## src/shared/eee_pkg.sv

```systemverilog
/*
  eee_pkg: offsets, field positions, reset values and carrier types for the
  low-power-idle and 100M timing-loop configuration bank.
  assumes: a plain synchronous register port with 16-bit data.
*/
`default_nettype none
package eee_pkg;
  // ----------------------------------------------------------------------
  // register offsets
  // ----------------------------------------------------------------------
  localparam logic [15:0] EEE_CFG3_OFS   = 16'h04d1;
  localparam logic [15:0] EEE_LINK_OFS   = 16'h04d2;
  localparam logic [15:0] EEE_STEP01_OFS = 16'h04d4;
  localparam logic [15:0] EEE_STEP2_OFS  = 16'h04d5;
  localparam logic [15:0] EEE_STEP3_OFS  = 16'h04d6;
  // ----------------------------------------------------------------------
  // reset values
  // ----------------------------------------------------------------------
  localparam logic [15:0] EEE_CFG3_RST   = 16'h018b;
  localparam logic [15:0] EEE_LINK_RST   = 16'h354a;
  localparam logic [15:0] EEE_STEP01_RST = 16'h6633;
  localparam logic [15:0] EEE_STEP2_RST  = 16'h02f1;
  localparam logic [15:0] EEE_STEP3_RST  = 16'h0171;
  // ----------------------------------------------------------------------
  // writable bit masks (reserved bits read zero)
  // ----------------------------------------------------------------------
  localparam logic [15:0] EEE_CFG3_MASK   = 16'h77ff;
  localparam logic [15:0] EEE_LINK_MASK   = 16'hffff;
  localparam logic [15:0] EEE_STEP01_MASK = 16'h7777;
  localparam logic [15:0] EEE_STEPN_MASK  = 16'h03ff;
  // ----------------------------------------------------------------------
  // field positions in the configuration register
  // ----------------------------------------------------------------------
  localparam int EEE_SUPPORT_BIT   = 0;
  localparam int EEE_RXPD_BIT      = 1;
  localparam int EEE_NPBLK_BIT     = 2;
  localparam int EEE_ADVSRC_BIT    = 3;
  localparam int EEE_FORCE_TX_BIT  = 12;
  localparam int EEE_FORCE_LO      = 13;
  localparam int EEE_MSE_LO        = 4;
  localparam int EEE_WAKE_FB_BIT   = 8;
  localparam logic [1:0] EEE_FORCE_LPI = 2'h3;

  // adaptation step fields, shared by steps two and three
  typedef struct packed {
    logic [2:0] prop_gain;   // bits 9-7
    logic [2:0] freq_gain;   // bits 6-4
    logic [1:0] mse_step;    // bits 3-2
    logic       dfe_step;    // bit 1
    logic       agc_step;    // bit 0
  } eee_step_t;

  // decoded controls for the auto-negotiation and analog blocks
  typedef struct packed {
    logic       adv_eee;         // ability advertised
    logic       np_rx_enable;    // eee next pages accepted
    logic       rx_pd_quiet;     // shut analog rx in quiet
    logic       force_lpi_tx;    // forced lpi transmit request
    logic [1:0] force_mode;
  } eee_ctrl_t;
endpackage
`default_nettype wire

```

## src/hdl/eee_regs.sv

```systemverilog
/*
  eee_dsp_config_registers: configuration bank for energy-efficient ethernet
  and the 100M timing loop, written over the management register port.
  reserved bits read zero; unmapped offsets read zero and ignore writes.
  assumes: REG_WE/REG_RE pulse on MCLK from logic on the same clock;
  clause-45 capability and advertisement come in as same-clock inputs.
*/
// Function
// Bit 3 set takes ability from bit 0, clear from clause-45 registers.
// Bit 2 clear keeps eee next-page reception; set blocks it.
// Bit 1 set powers analog rx down in quiet; clear keeps it active.
// Bit 0 clear reports no eee and ignores clause-45 capability/advert.
// Bit 0 set negotiates eee per the two advertisement registers.
// Wake fallback bit 8 reset 1; mse timer bits 7-4 reset 8.
// Link register resets 0x354a; two 5-bit timers reset 10.
// Flush dir, toggle, fast wake, descrambler timeout, pre-flush fields.
// Step 0/1 register resets 0x6633, four 3-bit gains, reserved gaps.
// Step 2 register resets 0x2f1 with gains and step fields.
// Step 3 register resets 0x171, same layout, bits 15-10 reserved.
// Forced select 0 normal, 3 forced lpi; tx request honoured only then.
// Reserved bits read zero and ignore writes.
`default_nettype none
module eee_dsp_config_registers
  import eee_pkg::*;
(
  // clock and reset
  input  wire logic        MCLK,
  input  wire logic        SRST,
  // register port
  input  wire logic [15:0] REG_ADDR,
  input  wire logic        REG_WE,
  input  wire logic        REG_RE,
  input  wire logic [15:0] REG_WDATA,
  output logic [15:0]      REG_RDATA,
  output logic             REG_ACK,
  // clause-45 eee capability and advertisement inputs
  input  wire logic        C45_CAP_100,
  input  wire logic        C45_ADV_100,
  // controls out
  output eee_ctrl_t        EEE_CTRL,
  output logic [15:0]      LINK_TIMING,
  output logic [15:0]      STEP01_GAINS,
  output eee_step_t        STEP2,
  output eee_step_t        STEP3,
  output logic             WAKE_FALLBACK,
  output logic [3:0]       MSE_TIMER_CONST
);
  // ----------------------------------------------------------------------
  // storage
  // ----------------------------------------------------------------------
  // one image and one next value per register
  logic [15:0] cfg_reg;      // configuration, bits 15 and 11 reserved
  logic [15:0] cfg_next;
  logic [15:0] link_reg;     // link timers and phase controls
  logic [15:0] link_next;
  logic [15:0] step01_reg;   // step 0/1 gains, every fourth bit reserved
  logic [15:0] step01_next;
  logic [15:0] step2_reg;    // step 2 gains and step sizes
  logic [15:0] step2_next;
  logic [15:0] step3_reg;    // step 3 gains and step sizes
  logic [15:0] step3_next;
  logic [15:0] rdata_reg;
  logic [15:0] rdata_next;
  logic        ack_reg;
  logic        ack_next;
  eee_ctrl_t   ctrl_reg;
  eee_ctrl_t   ctrl_next;

  // masked write merge, keeps reserved bits at zero
  function automatic logic [15:0] wmask(input logic [15:0] d, input logic [15:0] m);
    wmask = d & m;
  endfunction

  // next value of one register: masked data when written, else held
  function automatic logic [15:0] reg_update(
    input logic        we,
    input logic [15:0] cur,
    input logic [15:0] d,
    input logic [15:0] m
  );
    reg_update = we ? wmask(d, m) : cur;
  endfunction

  // address decode
  wire hit_cfg    = REG_ADDR == EEE_CFG3_OFS;
  wire hit_link   = REG_ADDR == EEE_LINK_OFS;
  wire hit_step01 = REG_ADDR == EEE_STEP01_OFS;
  wire hit_step2  = REG_ADDR == EEE_STEP2_OFS;
  wire hit_step3  = REG_ADDR == EEE_STEP3_OFS;

  // write strobes, one per register
  wire wr_cfg     = REG_WE & hit_cfg;
  wire wr_link    = REG_WE & hit_link;
  wire wr_step01  = REG_WE & hit_step01;
  wire wr_step2   = REG_WE & hit_step2;
  wire wr_step3   = REG_WE & hit_step3;

  // read selection, unmapped reads zero
  wire [15:0] rd_mux = hit_cfg    ? cfg_reg    :
                       hit_link   ? link_reg   :
                       hit_step01 ? step01_reg :
                       hit_step2  ? step2_reg  :
                       hit_step3  ? step3_reg  : 16'h0000;

  // next register values, reserved bits never stored
  assign cfg_next    = reg_update(wr_cfg, cfg_reg, REG_WDATA, EEE_CFG3_MASK);
  assign link_next   = reg_update(wr_link, link_reg, REG_WDATA, EEE_LINK_MASK);
  assign step01_next = reg_update(wr_step01, step01_reg, REG_WDATA, EEE_STEP01_MASK);
  assign step2_next  = reg_update(wr_step2, step2_reg, REG_WDATA, EEE_STEPN_MASK);
  assign step3_next  = reg_update(wr_step3, step3_reg, REG_WDATA, EEE_STEPN_MASK);

  // read data holds between reads; ack follows any strobe by one cycle
  assign rdata_next = REG_RE ? rd_mux : rdata_reg;
  assign ack_next   = REG_WE | REG_RE;

  // ----------------------------------------------------------------------
  // register images
  // ----------------------------------------------------------------------
  // configuration register
  always_ff @(posedge MCLK)
  begin
    if (SRST)
      cfg_reg <= EEE_CFG3_RST;
    else
      cfg_reg <= cfg_next;
  end

  // link timing register
  always_ff @(posedge MCLK)
  begin
    if (SRST)
      link_reg <= EEE_LINK_RST;
    else
      link_reg <= link_next;
  end

  // step 0/1 gain register
  always_ff @(posedge MCLK)
  begin
    if (SRST)
      step01_reg <= EEE_STEP01_RST;
    else
      step01_reg <= step01_next;
  end

  // step 2 register
  always_ff @(posedge MCLK)
  begin
    if (SRST)
      step2_reg <= EEE_STEP2_RST;
    else
      step2_reg <= step2_next;
  end

  // step 3 register
  always_ff @(posedge MCLK)
  begin
    if (SRST)
      step3_reg <= EEE_STEP3_RST;
    else
      step3_reg <= step3_next;
  end

  // read data, taken only on a read strobe
  always_ff @(posedge MCLK)
  begin
    if (SRST)
      rdata_reg <= 16'h0000;
    else
      rdata_reg <= rdata_next;
  end

  // acknowledge, one cycle after the strobe
  always_ff @(posedge MCLK)
  begin
    if (SRST)
      ack_reg <= 1'b0;
    else
      ack_reg <= ack_next;
  end

  // ----------------------------------------------------------------------
  // decoded eee controls
  // ----------------------------------------------------------------------
  // configuration fields by name
  wire       support  = cfg_reg[EEE_SUPPORT_BIT];
  wire       adv_src  = cfg_reg[EEE_ADVSRC_BIT];
  wire       np_block = cfg_reg[EEE_NPBLK_BIT];
  wire       rx_pd    = cfg_reg[EEE_RXPD_BIT];
  wire       force_tx = cfg_reg[EEE_FORCE_TX_BIT];
  wire       c45_adv  = support & C45_CAP_100 & C45_ADV_100;
  wire [1:0] force_md = cfg_reg[EEE_FORCE_LO+1:EEE_FORCE_LO];

  // decode into the control carrier
  always_comb
  begin
    ctrl_next.adv_eee      = adv_src ? support : c45_adv;
    ctrl_next.np_rx_enable = ~np_block;
    ctrl_next.rx_pd_quiet  = rx_pd;
    ctrl_next.force_mode   = force_md;
    ctrl_next.force_lpi_tx = force_tx & (force_md == EEE_FORCE_LPI);
  end

  // registered control outputs
  always_ff @(posedge MCLK)
  begin
    if (SRST)
      ctrl_reg <= '0;
    else
      ctrl_reg <= ctrl_next;
  end

  // ----------------------------------------------------------------------
  // outputs
  // ----------------------------------------------------------------------
  // register port answer
  assign REG_RDATA       = rdata_reg;
  assign REG_ACK         = ack_reg;
  // register images out
  assign EEE_CTRL        = ctrl_reg;
  assign LINK_TIMING     = link_reg;
  assign STEP01_GAINS    = step01_reg;
  assign STEP2           = step2_reg[$bits(eee_step_t)-1:0];
  assign STEP3           = step3_reg[$bits(eee_step_t)-1:0];
  // configuration fields out
  assign WAKE_FALLBACK   = cfg_reg[EEE_WAKE_FB_BIT];
  assign MSE_TIMER_CONST = cfg_reg[EEE_MSE_LO+3:EEE_MSE_LO];
endmodule
`default_nettype wire

```

## config.mk

```make
export PLATFORM = sky130hd
export DESIGN_NAME = eee_dsp_config_registers
export DESIGN_NICKNAME = d
export VERILOG_FILES = /design/src/shared/eee_pkg.sv /design/src/hdl/eee_regs.sv
export SDC_FILE = /design/constraint.sdc
export NUM_CORES = 1
export LEC_CHECK = 0
export BUFFER_PORTS_ARGS = -buffer_cell sky130_fd_sc_hd__buf_4
export CORE_UTILIZATION = 50
export CTS_BUF_LIST = sky130_fd_sc_hd__clkbuf_16
export DETAILED_ROUTE_END_ITERATION = 8
export GPL_TIMING_DRIVEN = 0
export PLACE_DENSITY_LB_ADDON = 0.25
export SLEW_MARGIN = 10
export SYNTH_ARGS = -nofsm -noshare
export SYNTH_HDL_FRONTEND = slang
export SYNTH_SLANG_ARGS = --single-unit
```

## constraint.sdc

```tcl
create_clock -name MCLK -period 2.7 [get_ports MCLK]
set_clock_uncertainty 0.15 [all_clocks]
set_input_delay 0.675 -clock MCLK [delete_from_list [all_inputs] [get_ports MCLK]]
set_output_delay 0.675 -clock MCLK [all_outputs]
set_load 0.05 [all_outputs]
```

==> metrics <==
CP peak stage delay=770 ps; # DRC=0; Design Power=2.70 mW; IO Port Bufs=110; setup_tns=0 ps; routed vias=3911; number of routed nets with antenna violations=0; CP Data Arrival Time=between 2000 and 3000 ps; post-synthesis instance area=around 0.0037 sq mm; non-filler cells, final=669; Top FF cell, synth=dfxtp_1; worst setup path end=STEP01_GAINS[8]; share of layout cells above drive strength 1=0.275; FF-to-FF setup slack=~1400 ps; crit-path cells=buf_4 -> nor4_2 -> nand4_1 -> nor4_2 -> mux2i_1 -> nor2_1; placed cell count=~650; I/O Pins=about 120; multi-input logic area=0.00186 sq mm; Worst R2R Start=LINK_TIMING[7]; share of the yosys chip area belonging to registers=0.455; worst skew pair latency=340 ps; Critical-path top delay cell=nor4_2; Finished Cell Area=0.00503 sq mm; Startpoint Class=primary input; Leak Pwr=2.16 nW; total track usage=0.326; count of cell types in the netlist=42; R2R depth=4; status=finished clean; H-tree depth=3; fin. max-slew vios=0; post-layout min period=2620 ps; Synth async-reset ratio=0; RD Place Congestion=0.883; detailed-router iteration count before antenna repair=4; combinational cell fraction of total power=0.079; FP Rows=31; Die Y=88.5 um; slew margin rel.=0.322; initial antenna violation count=0; worst-path maximum fanout=4; Final #Nets=about 600; Tcrit/Tclk final=0.970; internal power=2.04 mW; Worst path depth=6; worst hold slack=about 290 ps; Critical Path RT=2750 ps; synthesized instance count=440; Setup CP Type=primary input to flop; HP Start=REG_RDATA[10]; dpl hpwl=8.65 mm; Longest Clk Path Bufs=2; Hold WC Path Type=flop to flop; FILL cells=600; WL/cell=18.8 um; Clock transition at path regs=60 ps; crit path launch=REG_ADDR[12]; Die X=a little under 90 um; core area=0.00725 sq mm; Overflow after GRT=0; n_diodes=0; worst path buffer plus inverter count=1; Reg-to-Reg End=REG_RDATA[7]; Slew @ Worst Pin=roughly 1000 ps; final setup vio count=0; Post-synth EDFFs=0; Clock Power Share=0.454; die area=0.00783 sq mm; pin count of the biggest net entering global routing=15; Warnings, synthesis=0; sequential share of power=0.467; Switching Share=0.244; FF+latch count, synth=between 80 and 90; DRT iter0 DRCs=301; first-pass GRT wire length=roughly 19 mm; final hold vios=0; Area Overhead vs Synth=34.6%; Detailed Route WL=12.6 mm; clock sinks=85; initial core utilization=0.516; routed vias/inst=a little under 6; Crit path max-delay family=simple AND/OR/NAND/NOR gates; power per cell area=535 mW/mm^2; most frequent CP cell=nor4_2; CTS tree=built; CTS buffer count=9; total of max-cap violations=0; RSZ-0062 raised after global routing=false; crit end category=flop; CTS Hold Buffers Added=0; register area=0.00170 sq mm; Switching Power=658 uW; VDD IR max=~0.37 mV; vias in the first global route=roughly 3700; maximum clock rate=0.382 GHz; Hold Path Depth=2; root buffer cell=clkbuf_16; Post-Place Cell Area=0.00470 sq mm; Post-Syn Area per Cell=8.50 sq um
-- per-layer routing --
layer  vias up  wire length [um]  share of wire  global-route usage
met5         -                 0              0                   0
met4         0               471          0.037               0.195
met3        49              1350           0.11              0.0644
met2       282              6040           0.48               0.539
met1      1790              4740           0.38               0.393
li1       1790                 -              -                   -
-- timing repair --
action                     CTS  global route
resized for setup            2             4
setup endpoints to repair   10            19
buffers inserted             2             0
cloned                       0             0
pin swaps                    0             1
-- metrics by stage --
step                      setup slack (ps)   util
after detailed placement              -379  0.648
after global routing                  13.9  0.694
after global placement                -371  0.648
after CTS                             43.1  0.691
final                                 82.1  0.694
after floorplan                        182      -
-- placed cells by master (no fill, tap or decap), types with 3 or more instances in the layout --
cell type / Yosys / routed
nor4_1: 8 / 8
mux2i_1: 27 / 27
buf_4: 10 / 122
a21oi_1: 60 / 60
nor2b_1: 9 / 9
clkbuf_16: 0 / 9
clkbuf_1: 20 / 19
nor4_2: 3 / 3
nor3_1: 34 / 34
and3_1: 4 / 4
nand2_1: 32 / 32
inv_1: 9 / 9
nand3_1: 14 / 12
nor2_1: 58 / 58
o21ai_0: 6 / 6
conb_1: 1 / 4
a211o_1: 14 / 14
o211ai_1: 3 / 3
buf_1: 3 / 3
nand2b_1: 13 / 13
dfxtp_1: 85 / 85
-- worst min-delay path by stage --
stage	slack, ps	to
floorplan	260	EEE_CTRL[4]
global placement	280	REG_RDATA[13]
detailed placement	280	REG_RDATA[10]
CTS	290	REG_RDATA[10]
global route	320	EEE_CTRL[4]
finish	290	REG_RDATA[10]
-- cell families after synthesis --
family	Yosys count	synth area share
buffers and inverters	45	0.0579
muxes	27	0.0722
AOI/OAI and AO/OA	91	0.146
other	1	0.00100
DFF	85	0.455
and+or+nand+nor	191	0.268
-- cell type report --
class	count	share of cell area
buffer	36	0.0365
inverter	9	0.00671
clock inverter	6	0.0127
sequential	85	0.338
tap	99	0.0246
clock buffer	9	0.0447
timing repair buffer	112	0.167
multi-input combinational	313	0.370
-- power groups by stage --
stage	sequential, mW	clock [mW]	combinational [mW]
floorplan	1.30	0	0.0941
global placement	1.29	0	0.200
detailed placement	1.29	0	0.202
CTS	1.26	1.22	0.204
global route	1.26	1.27	0.223
finish	1.26	1.23	0.212
-- synthesized netlist by cell type (2+ instances only) --
cell type  number  area share
a211o_1        14       0.033
a21oi_1        60       0.080
a21oi_2         2      0.0047
a32oi_1         2      0.0047
and3_1          4      0.0067
buf_1           3      0.0030
buf_4          10       0.020
clkbuf_1       20       0.020
dfxtp_1        85        0.45
inv_1           9      0.0090
mux2i_1        27       0.072
nand2_1        32       0.032
nand2b_1       13       0.022
nand3_1        14       0.019
nand4_1         2      0.0033
nor2_1         58       0.058
nor2b_1         9       0.015
nor3_1         34       0.045
nor3b_1         2      0.0040
nor4_1          8       0.013
nor4_2          3       0.010
o211ai_1        3      0.0060
o21ai_0         6      0.0080
or3_1           2      0.0033
-- tightest hold or removal path: cells and delay by family, from the launching register on --
| kind | cells | cell delay (ps) |
|---|---|---|
| flip-flops | 1 | 310 |
| AND/OR/NAND/NOR | 2 | 90 |
No activity file was read; power rests on OpenSTA's default activity.
